$ cat config.mk
export PLATFORM = sky130hd
export DESIGN_NAME = ift_ctrl
export DESIGN_NICKNAME = d
export VERILOG_FILES = /design/src/ift_pkg.sv /design/src/ift_ctrl.sv
export SDC_FILE = /design/constraint.sdc
export NUM_CORES = 1
export LEC_CHECK = 0
export BUFFER_PORTS_ARGS = -buffer_cell sky130_fd_sc_hd__buf_2
export CAP_MARGIN = 10
export CORE_UTILIZATION = 40
export DETAILED_ROUTE_END_ITERATION = 10
export SLEW_MARGIN = 20
export SYNTH_ARGS = -nofsm -noshare
export SYNTH_HDL_FRONTEND = slang
export SYNTH_SLANG_ARGS = --single-unit
$ cat constraint.sdc
create_clock -name clk -period 5.15 [get_ports clk]
set_clock_uncertainty 0.15 [all_clocks]
set_input_delay 0.2575 -clock clk [delete_from_list [all_inputs] [get_ports clk]]
set_output_delay 0.2575 -clock clk [all_outputs]
set_load 0.01 [all_outputs]
$ cat src/ift_pkg.sv
// Shared constants, register map and bus carrier for the I2C timing and filter block.
package ift_pkg;
    localparam int unsigned AW = 8;
    localparam int unsigned DW = 32;
    localparam int unsigned CW = 16;
    localparam int unsigned NF = 2;

    // Register byte offsets.
    localparam logic [AW-1:0] OFF_MASTER = 8'h00;
    localparam logic [AW-1:0] OFF_SLAVE = 8'h04;
    localparam logic [AW-1:0] OFF_OVERRIDE = 8'h08;
    localparam logic [AW-1:0] OFF_HIT = 8'h0C;
    localparam logic [AW-1:0] OFF_DIR = 8'h10;
    localparam logic [AW-1:0] OFF_IRQ = 8'h14;
    localparam logic [AW-1:0] OFF_DIV = 8'h20;
    localparam logic [AW-1:0] OFF_TIMEOUT = 8'h24;
    localparam logic [AW-1:0] OFF_SETUP = 8'h28;
    localparam logic [AW-1:0] OFF_LOW = 8'h2C;
    localparam logic [AW-1:0] OFF_HIGH = 8'h30;
    localparam logic [AW-1:0] OFF_FREE = 8'h34;
    localparam logic [AW-1:0] OFF_TARGET0 = 8'h88;
    localparam logic [AW-1:0] OFF_TARGET1 = 8'h8C;

    // Field positions.
    localparam int unsigned MS_BUSY = 0;
    localparam int unsigned MS_START = 4;
    localparam int unsigned MS_STOP = 5;
    localparam int unsigned MS_DROP = 6;
    localparam int unsigned SS_FRAME = 0;
    localparam int unsigned SS_SDA = 1;
    localparam int unsigned SS_SCL = 2;
    localparam int unsigned OV_SDA = 1;
    localparam int unsigned OV_SCL = 2;
    localparam int unsigned IRQ_DROP = 7;
    localparam int unsigned TA_EN = 15;
    localparam int unsigned ADDR_BITS = 7;
    localparam int unsigned DIR_BIT = 7;

    // Reset values of the timing settings, and the index of the last address bit.
    localparam logic [CW-1:0] RST_DIV = 16'h0000;
    localparam logic [CW-1:0] RST_TIMEOUT = 16'hFFFF;
    localparam logic [CW-1:0] RST_SETUP = 16'h0003;
    localparam logic [CW-1:0] RST_LOW = 16'h0009;
    localparam logic [CW-1:0] RST_HIGH = 16'h0009;
    localparam logic [CW-1:0] RST_FREE = 16'h0009;
    localparam logic [3:0] LAST_BIT = 4'h7;

    typedef struct packed {
        logic [AW-1:0] addr;
        logic [DW-1:0] wdata;
        logic wr;
        logic rd;
    } ift_bus_t;

    typedef enum logic [2:0] {
        M_IDLE = 3'b000,
        M_BUF = 3'b001,
        M_START = 3'b010,
        M_SLOW = 3'b011,
        M_SHIGH = 3'b100
    } ift_mst_t;

    typedef enum logic [2:0] {
        S_IDLE = 3'b000,
        S_ADDR = 3'b001,
        S_WAITF = 3'b010,
        S_STRETCH = 3'b011,
        S_ACK = 3'b100,
        S_DONE = 3'b101
    } ift_slv_t;
endpackage : ift_pkg

$ cat src/ift_ctrl.sv
// I2C master and slave controller with timing settings, address filter and status.
`timescale 1ns/1ns
module ift_ctrl (
    input wire logic clk,
    input wire logic sys_rst,
    input wire ift_pkg::ift_bus_t bus,
    output logic [ift_pkg::DW-1:0] rd_data,
    input wire logic sda_i,
    output logic sda_o,
    output logic sda_oe,
    input wire logic scl_i,
    output logic scl_o,
    output logic scl_oe
);
    logic [ift_pkg::CW-1:0] cfg_div, cfg_to, cfg_setup, cfg_low, cfg_high, cfg_free;
    logic [ift_pkg::DW-1:0] target [ift_pkg::NF];
    logic ovr_sda, ovr_scl;
    logic sda_m, sda_s, sda_q, scl_m, scl_s, scl_q;
    logic [ift_pkg::CW-1:0] smp_cnt, quiet_cnt, free_cnt, m_cnt, s_cnt;
    logic tick, frame, drop_evt, irq_drop;
    logic pend_start, pend_stop, pend_drop, busy;
    logic mst_sda, mst_scl, slv_sda, slv_scl;
    ift_pkg::ift_mst_t mst_st;
    ift_pkg::ift_slv_t slv_st;
    logic [7:0] shreg;
    logic [7:0] next_byte;
    logic [3:0] bit_cnt;
    logic [ift_pkg::NF-1:0] hit, next_hit;
    logic dir;
    logic sda_rise, sda_fall, scl_rise, scl_fall, start_det, stop_det, mst_done;

    // Two-flop synchronisers; the first stage feeds only the second.
    always_ff @(posedge clk) begin
        sda_m <= sda_i;
        scl_m <= scl_i;
        sda_q <= sda_s;
        scl_q <= scl_s;
    end

    always_ff @(posedge clk) begin
        if (sys_rst) begin
            smp_cnt <= '0;
            sda_s <= 1'b1;
            scl_s <= 1'b1;
        end else if (tick) begin
            smp_cnt <= '0;
            sda_s <= sda_m;
            scl_s <= scl_m;
        end else begin
            smp_cnt <= smp_cnt + 1'b1;
        end
    end
    assign tick = (smp_cnt >= cfg_div);

    // Line events seen on the sampled copies, never on the raw pins.
    assign sda_rise = sda_s && !sda_q;
    assign sda_fall = !sda_s && sda_q;
    assign scl_rise = scl_s && !scl_q;
    assign scl_fall = !scl_s && scl_q;
    assign start_det = sda_fall && scl_s && scl_q;
    assign stop_det = sda_rise && scl_s && scl_q;

    assign drop_evt = frame && !(sda_rise || sda_fall || scl_rise || scl_fall)
                      && (quiet_cnt == cfg_to);

    // Frame tracking and quiet counter; a frame ends on stop, timeout or master drop.
    always_ff @(posedge clk) begin
        if (sys_rst) begin
            frame <= 1'b0;
            quiet_cnt <= '0;
        end else begin
            if (start_det) begin
                frame <= 1'b1;
            end else if (stop_det || drop_evt || (mst_done && pend_drop)) begin
                frame <= 1'b0;
            end
            if (!frame || sda_rise || sda_fall || scl_rise || scl_fall || drop_evt) begin
                quiet_cnt <= '0;
            end else begin
                quiet_cnt <= quiet_cnt + 1'b1;
            end
        end
    end

    // Bus free counter restarts whenever the bus is framed, saturating when idle.
    always_ff @(posedge clk) begin
        if (sys_rst) begin
            free_cnt <= '0;
        end else if (frame || start_det) begin
            free_cnt <= '0;
        end else if (free_cnt != '1) begin
            free_cnt <= free_cnt + 1'b1;
        end
    end

    // Master sequencer: drop wins over stop, stop over start.
    always_ff @(posedge clk) begin
        if (sys_rst) begin
            mst_st <= ift_pkg::M_IDLE;
            m_cnt <= '0;
            mst_sda <= 1'b0;
            mst_scl <= 1'b0;
        end else begin
            case (mst_st)
                ift_pkg::M_IDLE: begin
                    m_cnt <= '0;
                    if (pend_drop) begin
                        mst_sda <= 1'b0;
                        mst_scl <= 1'b0;
                    end else if (pend_stop) begin
                        mst_sda <= 1'b1;
                        mst_scl <= 1'b1;
                        mst_st <= ift_pkg::M_SLOW;
                    end else if (pend_start) begin
                        mst_st <= ift_pkg::M_BUF;
                    end
                end
                ift_pkg::M_BUF: begin
                    if (!frame && free_cnt >= cfg_free) begin
                        mst_sda <= 1'b1;
                        mst_st <= ift_pkg::M_START;
                    end
                end
                ift_pkg::M_START: begin
                    if (m_cnt == cfg_high) begin
                        mst_scl <= 1'b1;
                        mst_st <= ift_pkg::M_IDLE;
                    end else begin
                        m_cnt <= m_cnt + 1'b1;
                    end
                end
                ift_pkg::M_SLOW: begin
                    if (m_cnt == cfg_low) begin
                        mst_scl <= 1'b0;
                        m_cnt <= '0;
                        mst_st <= ift_pkg::M_SHIGH;
                    end else begin
                        m_cnt <= m_cnt + 1'b1;
                    end
                end
                // SCL high time, held off while another device stretches
                ift_pkg::M_SHIGH: begin
                    if (m_cnt == cfg_high) begin
                        mst_sda <= 1'b0;
                        mst_st <= ift_pkg::M_IDLE;
                    end else if (scl_s) begin
                        m_cnt <= m_cnt + 1'b1;
                    end
                end
                default: mst_st <= ift_pkg::M_IDLE;
            endcase
        end
    end

    assign mst_done = (mst_st == ift_pkg::M_IDLE && pend_drop)
                      || (mst_st == ift_pkg::M_SHIGH && m_cnt == cfg_high)
                      || (mst_st == ift_pkg::M_START && m_cnt == cfg_high);
    // busy from pending work or a running sequence
    assign busy = pend_start || pend_stop || pend_drop || (mst_st != ift_pkg::M_IDLE);

    // Slave address receiver; the last bit lands in bit seven.
    assign next_byte = {sda_s, shreg[7:1]};
    for (genvar i = 0; i < ift_pkg::NF; i++) begin : g_filter
        assign next_hit[i] = target[i][ift_pkg::TA_EN]
            && (next_byte[ift_pkg::ADDR_BITS-1:0] == target[i][ift_pkg::ADDR_BITS-1:0]);
    end

    always_ff @(posedge clk) begin
        if (sys_rst) begin
            slv_st <= ift_pkg::S_IDLE;
            shreg <= '0;
            bit_cnt <= '0;
            hit <= '0;
            dir <= 1'b0;
            s_cnt <= '0;
            slv_sda <= 1'b0;
            slv_scl <= 1'b0;
        end else if (start_det) begin
            slv_st <= ift_pkg::S_ADDR;
            bit_cnt <= '0;
            hit <= '0;
            slv_sda <= 1'b0;
            slv_scl <= 1'b0;
        end else if (stop_det || drop_evt) begin
            slv_st <= ift_pkg::S_IDLE;
            slv_sda <= 1'b0;
            slv_scl <= 1'b0;
        end else begin
            case (slv_st)
                ift_pkg::S_ADDR: begin
                    if (scl_rise) begin
                        shreg <= next_byte;
                        bit_cnt <= bit_cnt + 1'b1;
                        if (bit_cnt == ift_pkg::LAST_BIT) begin
                            hit <= next_hit;
                            dir <= next_byte[ift_pkg::DIR_BIT];
                            slv_st <= (|next_hit) ? ift_pkg::S_WAITF : ift_pkg::S_DONE;
                        end
                    end
                end
                ift_pkg::S_WAITF: begin
                    if (scl_fall) begin
                        slv_sda <= 1'b1;
                        slv_scl <= 1'b1;
                        s_cnt <= '0;
                        slv_st <= ift_pkg::S_STRETCH;
                    end
                end
                ift_pkg::S_STRETCH: begin
                    if (s_cnt == cfg_setup) begin
                        slv_scl <= 1'b0;
                        slv_st <= ift_pkg::S_ACK;
                    end else begin
                        s_cnt <= s_cnt + 1'b1;
                    end
                end
                ift_pkg::S_ACK: begin
                    if (scl_fall) begin
                        slv_sda <= 1'b0;
                        slv_st <= ift_pkg::S_DONE;
                    end
                end
                ift_pkg::S_IDLE, ift_pkg::S_DONE: slv_st <= slv_st;
                default: slv_st <= ift_pkg::S_IDLE;
            endcase
        end
    end

    // override zero pulls the line low
    assign sda_oe = !ovr_sda || mst_sda || slv_sda;
    assign scl_oe = !ovr_scl || mst_scl || slv_scl;
    assign sda_o = 1'b0;
    assign scl_o = 1'b0;

    // Register writes; a pending bit set by software stays until its sequence ends.
    always_ff @(posedge clk) begin
        if (sys_rst) begin
            cfg_div <= ift_pkg::RST_DIV;
            cfg_to <= ift_pkg::RST_TIMEOUT;
            cfg_setup <= ift_pkg::RST_SETUP;
            cfg_low <= ift_pkg::RST_LOW;
            cfg_high <= ift_pkg::RST_HIGH;
            cfg_free <= ift_pkg::RST_FREE;
            target[0] <= '0;
            target[1] <= '0;
            ovr_sda <= 1'b1;
            ovr_scl <= 1'b1;
        end else if (bus.wr) begin
            case (bus.addr)
                ift_pkg::OFF_DIV: cfg_div <= bus.wdata[ift_pkg::CW-1:0];
                ift_pkg::OFF_TIMEOUT: cfg_to <= bus.wdata[ift_pkg::CW-1:0];
                ift_pkg::OFF_SETUP: cfg_setup <= bus.wdata[ift_pkg::CW-1:0];
                ift_pkg::OFF_LOW: cfg_low <= bus.wdata[ift_pkg::CW-1:0];
                ift_pkg::OFF_HIGH: cfg_high <= bus.wdata[ift_pkg::CW-1:0];
                ift_pkg::OFF_FREE: cfg_free <= bus.wdata[ift_pkg::CW-1:0];
                ift_pkg::OFF_TARGET0: target[0] <= bus.wdata;
                ift_pkg::OFF_TARGET1: target[1] <= bus.wdata;
                ift_pkg::OFF_OVERRIDE: begin
                    ovr_sda <= bus.wdata[ift_pkg::OV_SDA];
                    ovr_scl <= bus.wdata[ift_pkg::OV_SCL];
                end
                default: ;
            endcase
        end
    end

    // Pending requests; a new request beats completion of the same kind.
    always_ff @(posedge clk) begin
        if (sys_rst) begin
            pend_start <= 1'b0;
            pend_stop <= 1'b0;
            pend_drop <= 1'b0;
        end else begin
            if (bus.wr && bus.addr == ift_pkg::OFF_MASTER && bus.wdata[ift_pkg::MS_DROP]) begin
                pend_drop <= 1'b1;
            end else if (mst_st == ift_pkg::M_IDLE) begin
                pend_drop <= 1'b0;
            end
            if (bus.wr && bus.addr == ift_pkg::OFF_MASTER && bus.wdata[ift_pkg::MS_STOP]) begin
                pend_stop <= 1'b1;
            end else if (mst_st == ift_pkg::M_SHIGH && m_cnt == cfg_high) begin
                pend_stop <= 1'b0;
            end
            if (bus.wr && bus.addr == ift_pkg::OFF_MASTER && bus.wdata[ift_pkg::MS_START]) begin
                pend_start <= 1'b1;
            end else if (mst_st == ift_pkg::M_START && m_cnt == cfg_high) begin
                pend_start <= 1'b0;
            end
        end
    end

    // sticky drop flag, set beats write-one clear
    always_ff @(posedge clk) begin
        if (sys_rst) begin
            irq_drop <= 1'b0;
        end else if (drop_evt) begin
            irq_drop <= 1'b1;
        end else if (bus.wr && bus.addr == ift_pkg::OFF_IRQ && bus.wdata[ift_pkg::IRQ_DROP]) begin
            irq_drop <= 1'b0;
        end
    end

    // Read data is registered, valid the cycle after the strobe only.
    always_ff @(posedge clk) begin
        if (sys_rst || !bus.rd) begin
            rd_data <= '0;
        end else begin
            rd_data <= '0;
            case (bus.addr)
                ift_pkg::OFF_MASTER: begin
                    rd_data[ift_pkg::MS_BUSY] <= busy;
                    rd_data[ift_pkg::MS_START] <= pend_start;
                    rd_data[ift_pkg::MS_STOP] <= pend_stop;
                    rd_data[ift_pkg::MS_DROP] <= pend_drop;
                end
                ift_pkg::OFF_SLAVE: begin
                    rd_data[ift_pkg::SS_FRAME] <= frame;
                    rd_data[ift_pkg::SS_SDA] <= sda_s;
                    rd_data[ift_pkg::SS_SCL] <= scl_s;
                end
                ift_pkg::OFF_OVERRIDE: begin
                    rd_data[ift_pkg::OV_SDA] <= ovr_sda;
                    rd_data[ift_pkg::OV_SCL] <= ovr_scl;
                end
                ift_pkg::OFF_HIT: rd_data[ift_pkg::NF-1:0] <= hit;
                ift_pkg::OFF_DIR: rd_data[0] <= dir;
                ift_pkg::OFF_IRQ: rd_data[ift_pkg::IRQ_DROP] <= irq_drop;
                ift_pkg::OFF_DIV: rd_data[ift_pkg::CW-1:0] <= cfg_div;
                ift_pkg::OFF_TIMEOUT: rd_data[ift_pkg::CW-1:0] <= cfg_to;
                ift_pkg::OFF_SETUP: rd_data[ift_pkg::CW-1:0] <= cfg_setup;
                ift_pkg::OFF_LOW: rd_data[ift_pkg::CW-1:0] <= cfg_low;
                ift_pkg::OFF_HIGH: rd_data[ift_pkg::CW-1:0] <= cfg_high;
                ift_pkg::OFF_FREE: rd_data[ift_pkg::CW-1:0] <= cfg_free;
                ift_pkg::OFF_TARGET0: rd_data <= target[0];
                ift_pkg::OFF_TARGET1: rd_data <= target[1];
                default: rd_data <= '0;
            endcase
        end
    end
endmodule : ift_ctrl

# Yosys cells after proc, flatten, opt, wreduce, memory -nomap -nowiden
# Memories as Yosys holds them, arrays and structs flattened.
# Cells that the tools add are included.
[word_totals]
register_bits = 246
latch_bits = 0
ramBits = 64
rom_bits = 0
inputBits = 46
out_inout_bits = 36
wordCells = 265
memories = 1
[mem_list]
columns = ["memory", "words", "width", "rd", "rd_ports_with_merged_regs", "write_ports", "line", "rtl"]
rows = [
  ["target", 2, 32, 2, 0, 2, "ift_ctrl.sv:16", "logic [ift_pkg::DW-1:0] target [ift_pkg::NF];"],
]
[classes]
add_sub_neg = 6
mul = 0
n_div = 0
order_cmp = 2
eq_ne = 53
shifts = 0
muxes = 67
n_bitwise = 5
n_reduce_logical = 95
[ops]
columns = ["op", "count"]
rows = [
  ["2-to-1 mux 16 bit", 6],
  ["adder 16 x 1 -> 16 bit, second input constant", 5],
  ["equality test 16 bit", 4],
  ["2-to-1 mux 32 bit", 2],
  ["case mux 16 bit (2 select lines)", 2],
  ["case mux 16 bit (4 select lines)", 1],
  ["case mux 8 bit (8 select lines)", 1],
  ["equality test 8 x 6 -> 1 bit, second input constant", 6],
  ["2-to-1 mux 3 bit", 12],
  [">= comparator 16 bit", 2],
  ["2-to-1 mux 1 bit", 31],
  ["case mux 3 bit (9 select lines)", 1],
  ["inequality test 2 bit, second input constant", 13],
  ["logical AND 1 bit", 23],
  ["logical OR 1 bit", 21],
  ["inequality test 4 bit, second input constant", 5],
  ["AND reduction 4 bit", 5],
  ["equality test 8 x 4 -> 1 bit, second input constant", 2],
  ["equality test 8 x 5 -> 1 bit, second input constant", 2],
  ["equality test 8 bit, second input constant", 2],
  ["inequality test 16 bit, second input constant", 1],
  ["case mux 3 bit (5 select lines)", 1],
  ["AND reduction 5 bit", 3],
  ["equality test 7 bit", 2],
  ["29 further kinds", 75],
]

# Depth between registers and ports, before layout
[logic_depth]
word_depth = 12
depth_mapped = 9
depth_no_buf = 8

# Worst setup path after synthesis
# OpenSTA, ideal clock, no wires.
[synth_timing]
kind = "input to register"
from = "input port bus[39] (netlist bit)"
to = "memory target[0][0] (netlist bit) (enable)"
setup_ns = 0.466
arrival_ns = 3.361
required_ns = 4.534
slack_ns = 1.173
path_stages = 6
path_buffers = 2
cell_sequence = "buf_2 nor2_1 and4b_1 buf_2 nand2_1 o21ai_0"
[synth_lines]
columns = ["element", "line", "rtl"]
rows = [
  ["start, declared", "ift_ctrl.sv:6", "input wire ift_pkg::ift_bus_t bus,"],
  ["end, declared", "ift_ctrl.sv:16", ""],
]

# Final worst setup path
[layout_timing]
from = "input port bus[35] (netlist bit)"
to = "register cfg_high[5] (netlist bit)"
[layout_via]
elab_chain_len = 2
[layout_lines]
columns = ["element", "line", "rtl"]
rows = [
  ["equality test 8 x 6 -> 1 bit", "ift_ctrl.sv:249", "case (bus.addr)"],
  ["AND reduction 2 bit (no source line)", "--", ""],
  ["end signal, assigned", "ift_ctrl.sv:242", "cfg_high <= ift_pkg::RST_HIGH;"],
  ["end signal, assigned", "ift_ctrl.sv:254", "ift_pkg::OFF_HIGH: cfg_high <= bus.wdata[ift_pkg::CW-1:0];"],
  ["end, declared", "ift_ctrl.sv:15", "logic [ift_pkg::CW-1:0] cfg_div, cfg_to, cfg_setup, cfg_low, cfg_high, cfg_free;"],
]
# No other way between the ends.
# A chain may end at the register's enable or synchronous reset.

==> out/metrics.json <==
{
  "worstSetupStartpointType": {"value": "input port"},
  "vias_in_the_first_global_route": {"value": 11400},
  "die_width": {"value": 194, "unit": "µm"},
  "rsz0062_at_grt": {"value": "false"},
  "final_nets": {"value": 1796},
  "dieArea": {"value": 37500, "unit": "µm²"},
  "numCtsBuffers": {"value": 35},
  "setup_total_negative_slack": {"value": 0, "unit": "ns"},
  "max-cap-violations": {"value": 0},
  "area_growth": {"value": 14.8, "unit": "%"},
  "initial_utilization": {"value": 41.0, "unit": "%"},
  "critical_path_peak_fanout": {"value": 18},
  "antenna_found_initial": {"value": 0},
  "timing.critical_path.to_type": {"value": "flip-flop"},
  "antenna_cells": {"value": 0},
  "dp.cells": {"value": 2095},
  "synth_cell_types": {"value": 85},
  "post_synth_top_flop": {"value": "sky130_fd_sc_hd__dfxtp_1"},
  "cpLargestDelayFamily": {"value": "simple AND/OR/NAND/NOR gates"},
  "placed_area": {"value": 15300, "unit": "µm²"},
  "postRouteAntennaNets": {"value": 0},
  "grt.overflow.total": {"value": 0},
  "path_class": {"value": "in2reg"},
  "fin_area": {"value": 16800, "unit": "µm²"},
  "clock.fmax": {"value": 328, "unit": "MHz"},
  "vias": {"value": 12500},
  "synth-async-reset-ratio": {"value": 0, "unit": "%"},
  "remaining_routing_drc_violations": {"value": 0},
  "p_leak": {"value": 5.89, "unit": "nW"},
  "timing.final.crit_period": {"value": 3.05, "unit": "ns"},
  "number_of_enable_type_register_cells_in_the_synthesized_netlist": {"value": 64},
  "min_path_type": {"value": "in2reg"},
  "routed_wl": {"value": 43.9, "unit": "mm"},
  "vdd_ir_drop_max": {"value": 0.199, "unit": "mV"},
  "number_of_detailed_route_iterations_in_the_first_pass": {"value": 6},
  "die_height": {"value": 194, "unit": "µm"},
  "routedWlPerCell": {"value": 20.0, "unit": "µm"},
  "clock_tree.htree_level_count": {"value": 2},
  "req_time_crit_path": {"value": 5.39, "unit": "ns"},
  "post-dp-hpwl": {"value": 31.0, "unit": "mm"},
  "crit_chain": {"value": "dlygate4sd3_1 > buf_2 > or4_1 > nor2_2 > nand2_1 > nand2_1 > a21oi_1"},
  "layout.cells.most_common": {"value": "sky130_fd_sc_hd__dfxtp_1"},
  "largest_net_degree_at_the_start_of_global_routing": {"value": 69},
  "root_buffer": {"value": "sky130_fd_sc_hd__clkbuf_16"},
  "post_dr_vias_cell": {"value": 5.70},
  "ys_seq_elements": {"value": 309},
  "outcome": {"value": "finished clean"},
  "setup_buffers_after_cts": {"value": 0},
  "worstMarginPinSlew": {"value": 1.12, "unit": "ns"},
  "cts.reportedPaths.clkPinSlew": {"value": 0.06, "unit": "ns"},
  "num_io_pins": {"value": 82},
  "timing.critical_path.buf_inv": {"value": 2},
  "portBuffers": {"value": 79},
  "dr.first_iter.drc_count": {"value": 1402},
  "fin_crit_sh": {"value": 59.1, "unit": "%"},
  "layout_common_cells": {"value": "sky130_fd_sc_hd__dfxtp_1, sky130_fd_sc_hd__nand2_1, sky130_fd_sc_hd__a21oi_1"},
  "crit_top_cell": {"value": "sky130_fd_sc_hd__nand2_1"},
  "report.final.hold_viol_count": {"value": 0},
  "worst_path_max_delay_cell": {"value": "sky130_fd_sc_hd__nor2_2"},
  "coreArea": {"value": 35800, "unit": "µm²"},
  "cts_tree": {"value": "built"},
  "yosysWarningCount": {"value": 0},
  "global_route.usage.met2": {"value": 34.6, "unit": "%"},
  "final_layout_size_suffix_gt1_share": {"value": 9.70, "unit": "%"},
  "rows": {"value": 69},
  "finish.cell_count_without_fillers": {"value": 2193},
  "use_met3": {"value": 5.60, "unit": "%"},
  "critical-path-max-stage-delay": {"value": 0.77, "unit": "ns"},
  "cts_max_path_bufs": {"value": 3},
  "place.gp.congestion": {"value": 0.949},
  "crit_arrival": {"value": 3.28, "unit": "ns"},
  "postLayoutCoreUtil": {"value": 47.0, "unit": "%"},
  "syn_inst": {"value": 1641},
  "insertion_delay": {"value": 0.54, "unit": "ns"},
  "use_met1": {"value": 31.6, "unit": "%"},
  "power_density": {"value": 316, "unit": "nW/µm²"},
  "global_route.usage.total": {"value": 23.1, "unit": "%"},
  "cts.sinks": {"value": 309},
  "post_synth_instance_area": {"value": 14700, "unit": "µm²"},
  "avgSynthCellArea": {"value": 8.95, "unit": "µm²"},
  "report.final.slew_viol_count": {"value": 0},
  "worst_slew_margin_rel": {"value": 23.6, "unit": "%"},
  "final-setup-viol-count": {"value": 0},
  "grt-busiest-layer": {"value": "met2"},
  "grt_pass1_wl": {"value": 67.0, "unit": "mm"},
  "synth_sequential_area_ratio": {"value": 46.5, "unit": "%"}
}
## per-stage QoR
step | power [W] | hold slack [ns] | worst slack [ns]
2_1_floorplan | 0.00280 | 0.135 | 1.17
3_3_place_gp | 0.00292 | 0.212 | 1.98
3_5_place_dp | 0.00292 | 0.214 | 2.06
4_1_cts | 0.00534 | 0.00557 | 2.20
5_1_grt | 0.00548 | 0.0291 | 1.99
6_report | 0.00532 | 0.0240 | 2.10
## path summary, 6_finish.rpt
kind	slack, ns	to	depth (start not counted)	startpoint
worst min-delay path	0.02	dir	2	sys_rst
worst max register to register	2.21	m_cnt[4]	6	m_cnt[3]
worst min register to register	0.33	rd_data[22]	2	target[0][22]
worst max-delay path	2.10	cfg_high[5]	7	bus[35]
## power by group
| part | leakage, nW | switching [W] | internal (W) |
|---|---|---|---|
| Clock | 0.545 | 0.00101 | 0.00141 |
| Sequential | 2.58 | 0.0000503 | 0.00251 |
| Combinational | 2.76 | 0.000215 | 0.000124 |
## cell families after synthesis
kind of cell               share of synthesized area (%)
and+or+nand+nor                                     22.3
AOI/OAI and AO/OA                                   13.1
DFF                                                 46.5
buffers and inverters                               4.22
xor gates and xnor gates                            7.04
muxes                                               3.36
adders and majority gates                           3.41
other                                             0.0255
## per-layer routing
metal | vias up | wire length (µm)
li1 | 5949 | -
met1 | 5975 | 19200
met2 | 483 | 19300
met3 | 84 | 3840
met4 | 0 | 1520
met5 | - | 0
## cells in the mapped netlist, types with 42 or more instances
master                       n  area, µm²
sky130_fd_sc_hd__mux2i_1    47        470
sky130_fd_sc_hd__inv_1      46        173
sky130_fd_sc_hd__xnor2_1    94        823
sky130_fd_sc_hd__clkbuf_1   56        210
sky130_fd_sc_hd__nand2_1   243        912
sky130_fd_sc_hd__and2_1     42        263
sky130_fd_sc_hd__nor2_1    114        428
sky130_fd_sc_hd__edfxtp_1   64       1920
sky130_fd_sc_hd__dfxtp_1   245       4900
sky130_fd_sc_hd__a21oi_1   155        776
sky130_fd_sc_hd__nand3_1   118        591
## state kept, by name, summed over array words and instances, names as in the netlist, 4 cells and up
register / cells
cfg_div: 16
rd_data: 32
cfg_low: 16
bit_cnt: 4
smp_cnt: 16
s_cnt: 16
shreg: 7
quiet_cnt: 16
cfg_setup: 16
cfg_to: 16
cfg_free: 16
free_cnt: 16
m_cnt: 16
target: 64
cfg_high: 16
## cell type report
type / instances / area (µm²)
well taps: 461 / 577
repair buffers: 127 / 878
inverters: 47 / 176
clock inverters: 12 / 116
fillers: 3403 / 19000
clock buffers: 47 / 991
multi-input cells: 1190 / 7280
flip-flops and latches: 309 / 6830
## worst reg2reg max path: stages (launching register included)
cell,delay [ns]
sky130_fd_sc_hd__dfxtp_1,0.56
sky130_fd_sc_hd__xnor2_1,0.17
sky130_fd_sc_hd__nand4_1,0.17
sky130_fd_sc_hd__nor4_4,0.62
sky130_fd_sc_hd__o22a_1,0.80
sky130_fd_sc_hd__o21ai_0,0.24
sky130_fd_sc_hd__a21oi_1,0.16
## repair_timing
item                      4_1_cts  5_1_grt
hold buffers                   37        0
hold endpoints to repair      127        0
gates resized for setup         0        0
No activity file was read; power rests on OpenSTA's default activity.
